### config.mk
export PLATFORM = sky130hd
export DESIGN_NAME = cell_balance_write_guard
export DESIGN_NICKNAME = d
export VERILOG_FILES = /design/src/verilog/cell_balance_pkg.sv /design/src/verilog/cell_balance_write_guard.sv
export SDC_FILE = /design/constraint.sdc
export NUM_CORES = 1
export LEC_CHECK = 0
export ABC_AREA = 1
export BUFFER_PORTS_ARGS = -buffer_cell sky130_fd_sc_hd__clkbuf_2
export CORE_MARGIN = 2
export CORE_UTILIZATION = 45
export CTS_BUF_LIST = sky130_fd_sc_hd__clkbuf_4
export DETAILED_ROUTE_END_ITERATION = 6
export GPL_TIMING_DRIVEN = 0
export PLACE_DENSITY = 0.63
export SETUP_SLACK_MARGIN = 0.4
export SYNTH_ARGS = -nofsm -noshare
export SYNTH_HDL_FRONTEND = slang
export SYNTH_SLANG_ARGS = --single-unit
### constraint.sdc
create_clock -name mclk -period 5.1 [get_ports mclk]
set_input_delay 1.02 -clock mclk [delete_from_list [all_inputs] [get_ports mclk]]
set_output_delay 1.02 -clock mclk [all_outputs]
set_load 0.02 [all_outputs]
### src/verilog/cell_balance_pkg.sv
// Shared constants for the cell-balancing write guard and switch control
`default_nettype none
package cell_balance_pkg;

  // ------------------------------------------------------------------
  // Register byte offsets
  // ------------------------------------------------------------------
  localparam logic [7:0] OFF_MODE        = 8'h00;
  localparam logic [7:0] OFF_SWCTRL      = 8'h04;
  localparam logic [7:0] OFF_EXP_FIRST   = 8'h08;
  localparam logic [7:0] OFF_EXP_LAST    = 8'h3c;
  localparam logic [7:0] OFF_UV_TARGET   = 8'h40;
  localparam logic [7:0] OFF_DELAY_CTRL  = 8'h44;
  localparam logic [7:0] OFF_SETTLE      = 8'h48;
  localparam logic [7:0] OFF_CONFIG      = 8'h4c;
  localparam logic [7:0] OFF_STATUS      = 8'h50;

  // ------------------------------------------------------------------
  // Field layout
  // ------------------------------------------------------------------
  localparam int         MODE_W          = 3;
  localparam int         CELLS           = 14;
  localparam int         EXP_W           = 10;
  localparam int         SW_RESTART_BIT  = 14;
  localparam int         SW_STATE_LSB    = 16;
  localparam int         UV_W            = 12;
  localparam int         UV_MINCELL_BIT  = 15;
  localparam int         DLY_W           = 16;
  localparam int         SETTLE_W        = 8;
  localparam int         CFG_SUSPEND_BIT = 0;
  localparam int         CFG_ALTMUX_BIT  = 1;
  localparam int         ST_REJECT_BIT   = 0;
  localparam int         ST_EXPIRED_BIT  = 1;
  localparam int         ST_SETTLING_BIT = 2;
  localparam int         ST_TIMER_LSB    = 16;

  // ------------------------------------------------------------------
  // Mode codes and reset values
  // ------------------------------------------------------------------
  localparam logic [2:0] MODE_OFF        = 3'h0;
  localparam logic [2:0] MODE_EMERGENCY  = 3'h1;
  localparam logic [9:0] EXP_WD_OFF      = 10'h3ff;
  localparam logic [9:0] TIMER_MAX       = 10'h3ff;
  localparam logic [9:0] EXP_RESET       = 10'h000;
  localparam logic [7:0] SETTLE_RESET    = 8'h00;

  // ------------------------------------------------------------------
  // Timing
  // ------------------------------------------------------------------
  localparam int         CLK_PERIOD_NS   = 100;
  localparam int         SETTLE_STEP_NS  = 96000;
  localparam int         STEP_CYCLES     = (SETTLE_STEP_NS + CLK_PERIOD_NS - 1) / CLK_PERIOD_NS;
  localparam int         TICK_PERIOD_NS  = 1000000000;
  localparam int         TICK_CYCLES     = TICK_PERIOD_NS / CLK_PERIOD_NS;

  typedef enum logic [1:0] {
    SETTLE_IDLE = 2'b01,
    SETTLE_WAIT = 2'b10
  } settle_state_type;

endpackage
`default_nettype wire

### src/verilog/cell_balance_write_guard.sv
// Balancing mode register guard, manual switch control and settling delay
//
// Decided for this implementation: the register addresses and register access over Avalon-MM.
`timescale 1ns/100ps
`default_nettype none

// Behaviour
// - Auto modes block balancing writes, most flagged
// - Manual/emergency reject expiry-one, emergency delay-ctrl too
// - Refresh strobe acts only in manual mode
// - Lowest-cell target blocks target writes while scanning
// - Nonzero mode write zeroes timer, relaunches
// - Manual switch: enable, not expired, not suspended
// - Manual timer counts real time regardless
// - Expiry-one all ones disables watchdog
// - Manual mode ignores undervoltage exit
// - Strobe after expiry does nothing
// - Adjacent switches never interlocked
// - Suspension gates switches in manual mode, and enables the settling delay in every mode
// - Upper byte cell delay, lower diagnostic
// - Mux select chooses cell or diagnostic delay
// - Settle register locked during scan or auto
// - Timer unaffected by suspension setting
// - Blocked write discarded, reject flag set except switch-ctrl writes without restart bit
// - Mode stays until rewritten
module cell_balance_write_guard #(
  parameter int TICK_CYCLES = cell_balance_pkg::TICK_CYCLES
) (
  // Clock and reset
  input  wire  logic        mclk,
  input  wire  logic        rst,
  // Avalon-MM slave
  input  wire  logic [7:0]  address,
  input  wire  logic [3:0]  byteenable,
  input  wire  logic        read,
  input  wire  logic        write,
  input  wire  logic [31:0] writedata,
  output logic       [31:0] readdata,
  output logic              waitrequest,
  // Scan controller
  input  wire  logic        measBusy,
  input  wire  logic        acqRequest,
  output logic              measStart,
  output logic              settling,
  output logic              uvExitEnable,
  // Discharge switches
  output logic       [13:0] dischargeSwitch
);

  // ------------------------------------------------------------------
  // Helpers
  // ------------------------------------------------------------------
  function automatic logic [31:0] mergeBytes(input logic [31:0] old, input logic [31:0] nw,
                                             input logic [3:0] be);
    logic [31:0] res;
    res = old;
    for (int i = 0; i < 4; i++) begin
      if (be[i]) begin
        res[i*8 +: 8] = nw[i*8 +: 8];
      end
    end
    return res;
  endfunction

  function automatic logic isAuto(input logic [2:0] m);
    return m[2];
  endfunction

  function automatic logic isManual(input logic [2:0] m);
    return m[2:1] == 2'b01;
  endfunction

  // ------------------------------------------------------------------
  // Storage
  // ------------------------------------------------------------------
  logic [2:0]  modeFf;
  logic [13:0] swEnableFf;
  logic [9:0]  expiryFf [cell_balance_pkg::CELLS];
  logic [11:0] uvTargetFf;
  logic        minCellFf;
  logic [15:0] delayCtrlFf;
  logic [7:0]  cellDelayFf;
  logic [7:0]  diagDelayFf;
  logic        suspendFf;
  logic        altMuxFf;
  logic        rejectFf;
  logic [9:0]  timerFf;
  logic [31:0] tickCntFf;
  logic        ackFf;
  logic [31:0] readFf;
  logic [13:0] switchFf;
  logic        measStartFf;
  logic [7:0]  stepsLeftFf;
  logic [15:0] stepCntFf;
  cell_balance_pkg::settle_state_type settleStateFf;
  cell_balance_pkg::settle_state_type nxt_settleState;

  // ------------------------------------------------------------------
  // Bus handshake: one wait state, then answer
  // ------------------------------------------------------------------
  wire logic        request   = read | write;
  wire logic        writeNow  = write & ackFf;
  wire logic [7:0]  wordIdx   = {2'b00, address[7:2]};
  wire logic        hitMode   = address == cell_balance_pkg::OFF_MODE;
  wire logic        hitSw     = address == cell_balance_pkg::OFF_SWCTRL;
  wire logic        hitExp    = (address >= cell_balance_pkg::OFF_EXP_FIRST)
                              && (address <= cell_balance_pkg::OFF_EXP_LAST)
                              && (address[1:0] == 2'b00);
  wire logic [3:0]  expSel    = wordIdx[3:0] - 4'h2;
  wire logic        hitUv     = address == cell_balance_pkg::OFF_UV_TARGET;
  wire logic        hitDly    = address == cell_balance_pkg::OFF_DELAY_CTRL;
  wire logic        hitSettle = address == cell_balance_pkg::OFF_SETTLE;
  wire logic        hitCfg    = address == cell_balance_pkg::OFF_CONFIG;
  wire logic        hitStatus = address == cell_balance_pkg::OFF_STATUS;
  wire logic [31:0] wrMerged  = mergeBytes(32'h0000_0000, writedata, byteenable);
  wire logic [31:0] swMerged  = mergeBytes({18'h0, swEnableFf}, writedata, byteenable);
  wire logic [31:0] uvMerged  = mergeBytes({20'h0, uvTargetFf}, writedata, byteenable);
  wire logic [31:0] dlyMerged = mergeBytes({16'h0, delayCtrlFf}, writedata, byteenable);
  wire logic [31:0] setMerged = mergeBytes({16'h0, cellDelayFf, diagDelayFf},
                                           writedata, byteenable);

  assign waitrequest = request & ~ackFf;

  // ------------------------------------------------------------------
  // Mode classification
  // ------------------------------------------------------------------
  wire logic modeAuto      = isAuto(modeFf);
  wire logic modeManual    = isManual(modeFf);
  wire logic modeEmergency = modeFf == cell_balance_pkg::MODE_EMERGENCY;
  wire logic measActive    = measBusy | settling;

  // ------------------------------------------------------------------
  // Write guard
  // ------------------------------------------------------------------
  wire logic restartBitWr = writedata[cell_balance_pkg::SW_RESTART_BIT] & byteenable[1];
  wire logic swReject     = modeAuto;
  wire logic swFlag       = modeAuto & restartBitWr;
  wire logic expReject    = modeAuto
                          | ((modeManual | modeEmergency) & (expSel == 4'h0));
  wire logic uvReject     = modeAuto | (minCellFf & measBusy);
  wire logic dlyReject    = modeAuto | modeEmergency;
  wire logic settleReject = modeAuto | measActive;
  wire logic rejectEvent  = writeNow & ((hitSw & swFlag) | (hitExp & expReject)
                          | (hitUv & uvReject) | (hitDly & dlyReject)
                          | (hitSettle & settleReject));
  wire logic rejectClear  = writeNow & hitStatus & byteenable[0]
                          & writedata[cell_balance_pkg::ST_REJECT_BIT];

  // ------------------------------------------------------------------
  // Balancing timer and watchdog
  // ------------------------------------------------------------------
  wire logic modeWrite   = writeNow & hitMode & byteenable[0];
  wire logic [2:0] nxt_mode = writedata[2:0];
  wire logic tick        = tickCntFf == 32'(TICK_CYCLES - 1);
  wire logic wdOff       = expiryFf[0] == cell_balance_pkg::EXP_WD_OFF;
  wire logic expired     = timerFf > expiryFf[0];
  wire logic refresh     = writeNow & hitSw & restartBitWr & modeManual & ~expired;
  wire logic timerRun    = (modeFf != cell_balance_pkg::MODE_OFF)
                         & (timerFf != cell_balance_pkg::TIMER_MAX);

  // ------------------------------------------------------------------
  // Manual switch equation
  // ------------------------------------------------------------------
  wire logic        wdAllows  = ~expired | wdOff;
  wire logic        suspended = suspendFf & measActive;
  wire logic [13:0] nxt_switch = (modeManual & wdAllows & ~suspended)
                               ? swEnableFf : 14'h0000;

  assign uvExitEnable = modeAuto;

  // ------------------------------------------------------------------
  // Settling delay selection
  // ------------------------------------------------------------------
  wire logic [7:0] chosenDelay = ~suspendFf ? 8'h00
                               : (altMuxFf ? diagDelayFf : cellDelayFf);
  wire logic       stepDone    = stepCntFf == 16'(cell_balance_pkg::STEP_CYCLES - 1);
  wire logic       settleStartNow = (settleStateFf == cell_balance_pkg::SETTLE_IDLE)
                                  & acqRequest & (chosenDelay == 8'h00);
  wire logic       settleEndNow   = (settleStateFf == cell_balance_pkg::SETTLE_WAIT)
                                  & stepDone & (stepsLeftFf == 8'h01);

  always_comb begin
    nxt_settleState = settleStateFf;
    case (settleStateFf)
      cell_balance_pkg::SETTLE_IDLE: begin
        if (acqRequest && chosenDelay != 8'h00) begin
          nxt_settleState = cell_balance_pkg::SETTLE_WAIT;
        end
      end
      cell_balance_pkg::SETTLE_WAIT: begin
        if (settleEndNow) begin
          nxt_settleState = cell_balance_pkg::SETTLE_IDLE;
        end
      end
      default: nxt_settleState = cell_balance_pkg::SETTLE_IDLE;
    endcase
  end

  assign settling  = settleStateFf == cell_balance_pkg::SETTLE_WAIT;
  assign measStart = measStartFf;

  always_ff @(posedge mclk) begin
    if (rst) begin
      settleStateFf <= cell_balance_pkg::SETTLE_IDLE;
      stepsLeftFf   <= 8'h00;
      stepCntFf     <= 16'h0000;
      measStartFf   <= 1'b0;
    end else begin
      settleStateFf <= nxt_settleState;
      measStartFf   <= settleStartNow | settleEndNow;
      if (settleStateFf == cell_balance_pkg::SETTLE_IDLE) begin
        stepsLeftFf <= chosenDelay;
        stepCntFf   <= 16'h0000;
      end else if (stepDone) begin
        stepsLeftFf <= stepsLeftFf - 8'h01;
        stepCntFf   <= 16'h0000;
      end else begin
        stepCntFf   <= stepCntFf + 16'h0001;
      end
    end
  end

  // ------------------------------------------------------------------
  // Read mux
  // ------------------------------------------------------------------
  wire logic [31:0] rdMux =
      hitMode   ? {29'h0, modeFf}
    : hitSw     ? {2'h0, switchFf, 2'h0, swEnableFf}
    : hitExp    ? {22'h0, expiryFf[expSel]}
    : hitUv     ? {16'h0, minCellFf, 3'h0, uvTargetFf}
    : hitDly    ? {16'h0, delayCtrlFf}
    : hitSettle ? {16'h0, cellDelayFf, diagDelayFf}
    : hitCfg    ? {30'h0, altMuxFf, suspendFf}
    : hitStatus ? {6'h0, timerFf, 13'h0, settling, expired, rejectFf}
    : 32'h0000_0000;

  assign readdata        = readFf;
  assign dischargeSwitch = switchFf;

  // ------------------------------------------------------------------
  // Bus and status flops
  // ------------------------------------------------------------------
  always_ff @(posedge mclk) begin
    if (rst) begin
      ackFf    <= 1'b0;
      readFf   <= 32'h0000_0000;
      rejectFf <= 1'b0;
      switchFf <= 14'h0000;
    end else begin
      ackFf    <= request & ~ackFf;
      readFf   <= (read & ~ackFf) ? rdMux : readFf;
      rejectFf <= (rejectFf & ~rejectClear) | rejectEvent;
      switchFf <= nxt_switch;
    end
  end

  // Timer keeps counting whatever the switches or suspension do
  always_ff @(posedge mclk) begin
    if (rst) begin
      modeFf    <= cell_balance_pkg::MODE_OFF;
      timerFf   <= 10'h000;
      tickCntFf <= 32'h0000_0000;
    end else begin
      if (modeWrite) begin
        modeFf <= nxt_mode;
      end
      if (modeWrite || refresh) begin
        timerFf   <= 10'h000;
        tickCntFf <= 32'h0000_0000;
      end else begin
        tickCntFf <= tick ? 32'h0000_0000 : tickCntFf + 32'h0000_0001;
        if (tick && timerRun) begin
          timerFf <= timerFf + 10'h001;
        end
      end
    end
  end

  // ------------------------------------------------------------------
  // Configuration registers
  // ------------------------------------------------------------------
  always_ff @(posedge mclk) begin
    if (rst) begin
      swEnableFf  <= 14'h0000;
      uvTargetFf  <= 12'h000;
      minCellFf   <= 1'b0;
      delayCtrlFf <= 16'h0000;
      cellDelayFf <= cell_balance_pkg::SETTLE_RESET;
      diagDelayFf <= cell_balance_pkg::SETTLE_RESET;
      suspendFf   <= 1'b0;
      altMuxFf    <= 1'b0;
    end else if (writeNow) begin
      if (hitSw && !swReject) begin
        swEnableFf <= swMerged[cell_balance_pkg::CELLS-1:0];
      end
      if (hitUv && !uvReject) begin
        {minCellFf, uvTargetFf} <= {wrMerged[cell_balance_pkg::UV_MINCELL_BIT],
                                    uvMerged[cell_balance_pkg::UV_W-1:0]};
      end
      if (hitDly && !dlyReject) begin
        delayCtrlFf <= dlyMerged[15:0];
      end
      if (hitSettle && !settleReject) begin
        {cellDelayFf, diagDelayFf} <= setMerged[15:0];
      end
      if (hitCfg && byteenable[0]) begin
        suspendFf <= writedata[cell_balance_pkg::CFG_SUSPEND_BIT];
        altMuxFf  <= writedata[cell_balance_pkg::CFG_ALTMUX_BIT];
      end
    end
  end

  // ------------------------------------------------------------------
  // Expiry registers
  // ------------------------------------------------------------------
  for (genvar n = 0; n < cell_balance_pkg::CELLS; n++) begin : g_exp
    wire logic [31:0] expMerged = mergeBytes({22'h0, expiryFf[n]}, writedata, byteenable);
    always_ff @(posedge mclk) begin
      if (rst) begin
        expiryFf[n] <= cell_balance_pkg::EXP_RESET;
      end else if (writeNow && hitExp && !expReject && expSel == 4'(n)) begin
        expiryFf[n] <= expMerged[9:0];
      end
    end
  end

endmodule // cell_balance_write_guard
`default_nettype wire
# Word level (Yosys, flattened, before mapping)
# Memories as Yosys holds them, arrays and structs flattened.
# Index checks and enable logic that the tools add are counted.
[classes]
addsub = 5
n_lt_le_gt_ge = 3
n_eq_ne = 56
mux = 115
n_bitwise = 77
reduce_logical = 79
[op_table]
columns = ["op", "count"]
rows = [
  ["8-bit 2-to-1 mux", 32],
  ["26-bit 2-to-1 mux", 6],
  ["30-bit 2-to-1 mux", 2],
  ["2-bit 2-to-1 mux", 29],
  ["2-bit AND reduction", 29],
  ["1-bit 2-to-1 mux", 44],
  ["1-bit bitwise OR", 41],
  ["8-bit by 7-bit == test with 1-bit output, second input constant", 5],
  ["32-bit by 1-bit adder with 32-bit output, second input constant", 1],
  ["32-bit by 24-bit == test with 1-bit output, second input constant", 1],
  ["1-bit AND", 31],
  ["1-bit != test, second input constant", 26],
  ["1-bit logical AND", 25],
  ["4-bit == test, second input constant", 6],
  ["3-bit AND reduction", 8],
  ["16-bit by 1-bit adder with 16-bit output, second input constant", 1],
  ["16-bit by 10-bit == test with 1-bit output, second input constant", 1],
  ["4-bit by 3-bit == test with 1-bit output, second input constant", 4],
  ["8-bit logical NOT", 2],
  ["10-bit by 1-bit adder with 10-bit output, second input constant", 1],
  ["10-bit == test, second input constant", 1],
  ["10-bit greater-than comparator", 1],
  ["10-bit 2-to-1 mux", 1],
  ["10-bit != test, second input constant", 1],
  ["other kinds (24)", 36],
]
[word_totals]
register_bits = 181
mem_bits_rw = 140
n_memories = 1
[memory_table]
columns = ["name", "depth", "word_bits", "read_ports", "rd_clocked_by_memory_dff", "wr", "line_no", "source"]
rows = [
  ["expiryFf", 14, 10, 2, 0, 14, "cell_balance_write_guard.sv:78", "logic [9:0] expiryFf [cell_balance_pkg::CELLS];"],
]

# Depth between registers and ports, before layout
[depth]
ltp_word = 12
depth_mapped = 16

# Worst setup path after synthesis
# No wires, ideal clock.
[synth_path]
kind = "input to register"
start = "in address[3]"
end = "mem expiryFf[0][0], enable pin"
t_arrival_ns = 2.891
required_ns = 4.716
path_slack_ns = 1.825
stages = 10
n_path_buf = 2
cell_sequence = "buf_4 > inv_2 > ha_1 > inv_1 > nor3_1 > o21bai_1 > and3_1 > buf_2 > nand3_1 > o21ai_0"
[synth_lines]
columns = ["element", "line_no", "source"]
rows = [
  ["from (decl)", "cell_balance_write_guard.sv:33", "input wire logic [7:0] address,"],
  ["to (decl)", "cell_balance_write_guard.sv:78", ""],
]

==> results.yml <==
timing:
  drv_slew: 0
  setup_viol: 0
  max_freq_mhz: 282
  finalHoldViolCount: 0
  rsz0062_at_grt: "no"
  period_needed_ns: 3.55
  fin_setup_tns_ns: 0
  slew_headroom_pct: 15.3
  finalCritPeriodShare_pct: 69.5
  skew_ns: 0.0608
  worst_pin_slew_ns: 1.26
  fin_ws_ns: 1.55
critical_path:
  cp_common_cell: "nand2_1"
  cp_top_family: "simple AND/OR/NAND/NOR gates"
  path_buf_inv: 5
  crit_chain: "buf_4 > inv_2 > ha_1 > inv_1 > nand2_1 > nand2_1 > inv_1 > nor2_1 > clkbuf_1 > nand4_2 > nand2_1"
  crit_type: "in2reg"
  cpPeakStageDelay_ns: 0.58
  worst_setup_path_start_kind: "input port"
  cp-end-kind: "register"
  cp_data_arrival_time_ns: 3.93
  cpMaxStageDelayCell: "nor2_1"
  cp.required_ns: 5.49
  worstPathMaxFanout: 10
yosys:
  netlist_area_mm2: 0.0146
  synth_seq_cells: 319
  synth.largest_area_cell: "edfxtp_1"
  syn_area_per_cell_um2: 8.33
  netlist_instances: 1753
  yosys.area.top_type_share_pct: 28.8
  synth.distinct_cells: 46
  synth_area_leaders: "edfxtp_1, dfxtp_1, nand2_1"
  yosysWarnings: 0
  yosysSeqAreaShare_pct: 53.3
power:
  seqPwrFrac_pct: 51.6
  comb_power_share_pct: 5.9
  powerDensity_mw_per_mm2: 318
  internal_power_mw: 3.95
  switchingPower_mw: 1.32
  p_leak_nw: 6.38
  p_total_mw: 5.27
  switching_share_pct: 25.1
  p_clk_share_pct: 42.6
  ir_drop_mv: 0.167
placement:
  io_buffers: 76
  placed_cell_area_mm2: 0.0155
  gp_congestion: 0.921
  place_hpwl_um: 31300
  place_ws_ns: 0.881
  dpl.cell_count: 2265
finish:
  register_area_mm2: 0.00779
  syn_to_final_growth_pct: 13.5
  multi_input_area_mm2: 0.00591
  finalNetCount: 1984
  final_cell_area_mm2: 0.0166
  drive_gt1_share_pct: 14.4
  fillers: 3110
  final_cells: 2407
global_route:
  grtUsageTotal_pct: 26.4
  grt_pass1_vias: 12600
  antenna_found_initial: 1
  grt_max_degree: 13
  grt_first_pass_wirelength_um: 68300
  grt_overflow_total: 0
routing:
  detail_route.vias_per_cell: 5.41
  drcViolationCount: 0
  wire_per_inst_um: 18.2
  ant_nets: 0
  first_pass_iters: 6
  drtIter0Drc: 1201
  routed_wl_um: 43800
  vias: 13000
clock_tree:
  clock_sinks: 319
  post_cts_resize_count: 0
  hold_buffers: 0
  numCtsBuffers: 86
  postCtsSetupBuffers: 0
  clkTransAtPathRegs_ns: 0.06
  cts_tree: "done"
  clock_path_buffers: 3
  clock-root-buffer: "clkbuf_4"
  htree_levels: 3
  clock_latency_ns: 0.77
run_status:
  outcome: "finished, final reports clean"
floorplanning:
  fp.coreArea_mm2: 0.0318
  start_util_pct: 45.9
  chipHeight_um: 184
  row_count: 65
  io_pins: 100
  dieArea_mm2: 0.0339
  die_w_um: 184
run:
  cap_viol_max_count: 0
hold_path:
  hold_class: "reg2reg"
-- area by class of cell --
type                            count  share of cell area, %
Tap cell                          435                   3.28
Antenna cell                        1                 0.0151
Clock buffer                      128                   5.79
Sequential cell                   319                   47.0
Multi-Input combinational cell   1203                   35.7
Timing Repair Buffer               76                   2.29
Clock inverter                     13                  0.506
Buffer                             75                   1.94
Inverter                          157                   3.55
-- worst reg2reg max path, cell delays in order, from the launching register on --
cell	delay [ns]
dfxtp_1	0.31
clkbuf_1	0.22
nor3_1	0.30
o21bai_1	0.23
and3_1	0.24
buf_2	0.20
nand3_1	0.12
o21ai_0	1.01
-- cells in the mapped netlist (all sizes together) --
cell	n
o221ai	2
nand4	30
clkbuf	52
a31oi	14
conb	1
o211ai	9
mux2i	1
xor2	24
o22ai	47
nor4	12
a22oi	13
o21a	2
clkinv	1
o31a	1
nor2	296
o21ai	115
nand3	81
inv	156
o21bai	1
edfxtp	140
nand2	329
or2	9
a211oi	3
ha	16
a21oi	132
buf	23
xnor2	11
nand3b	2
and2	1
nor3	43
nor3b	5
dfxtp	179
and3	2
-- stage by stage --
stage | hold slack (ns) | utilization [%]
6_report | 0.453 | 52.2
5_1_grt | 0.480 | 52.2
4_1_cts | 0.458 | 52.1
3_5_place_dp | 0.447 | 48.9
3_3_place_gp | 0.429 | 48.9
2_1_floorplan | 0.418 | -
-- cell families (layout without fill, tap and decap cells) --
kind of cell / Yosys count / in the layout / share of synthesized area (%)
compound gates: 339 / 339 / 12.7
xor+xnor: 35 / 35 / 2.10
fa+ha+maj: 16 / 16 / 1.37
buf+inv: 232 / 449 / 6.24
flops: 319 / 319 / 53.3
mux: 1 / 1 / 0.0685
other cells: 1 / 3 / 0.0257
simple gates: 810 / 810 / 24.2
-- routing by layer --
layer | share of wire [%] | track usage [%]
met5 | 0 | 0
met3 | 8.8 | 5.73
met4 | 3.2 | 11.2
met1 | 44 | 35.9
met2 | 44 | 40.8
-- path summary, 6_finish.rpt --
check	startpoint	endpoint	slack, ns	cells after the start
max	address[3]	expiryFf[10][1]	1.55	11
min	stepCntFf[0]	stepCntFf[0]	0.45	1
max reg2reg	modeFf[2]	expiryFf[0][0]	2.07	7
min reg2reg	stepCntFf[0]	stepCntFf[0]	0.45	1
-- registers in the layout, summed over array words and instances (netlist names) --
signal	flops
settleStateFf	2
minCellFf	1
ackFf	1
altMuxFf	1
timerFf	10
cellDelayFf	8
tickCntFf	32
suspendFf	1
stepCntFf	16
swEnableFf	14
measStart	1
expiryFf	140
uvTargetFf	12
stepsLeftFf	8
delayCtrlFf	16
rejectFf	1
dischargeSwitch	14
diagDelayFf	8
readdata	30
modeFf	3
-- power groups by stage --
stage	Sequential (mW)	Combinational, mW	Clock (mW)
final	2.72	0.310	2.24
after global routing	2.72	0.333	2.42
after CTS	2.72	0.304	2.28
after detailed placement	2.77	0.302	0
after global placement	2.77	0.299	0
after floorplan	2.77	0.172	0
-- layout by cell type (no fill, tap or decap), types with 24 or more instances in the layout --
master    synthesis  routed
nand2_1         325     325
nor2_1          286     286
dfxtp_1         179     179
inv_1           148     148
edfxtp_1        140     140
a21oi_1         131     131
clkbuf_4          0     128
o21ai_0         115     115
clkbuf_2          0      76
nand3_1          72      72
clkbuf_1         52      52
o22ai_1          47      47
nor3_1           42      42
nand4_1          24      24
xor2_1           24      24
Power figures use the tool's default switching activity.
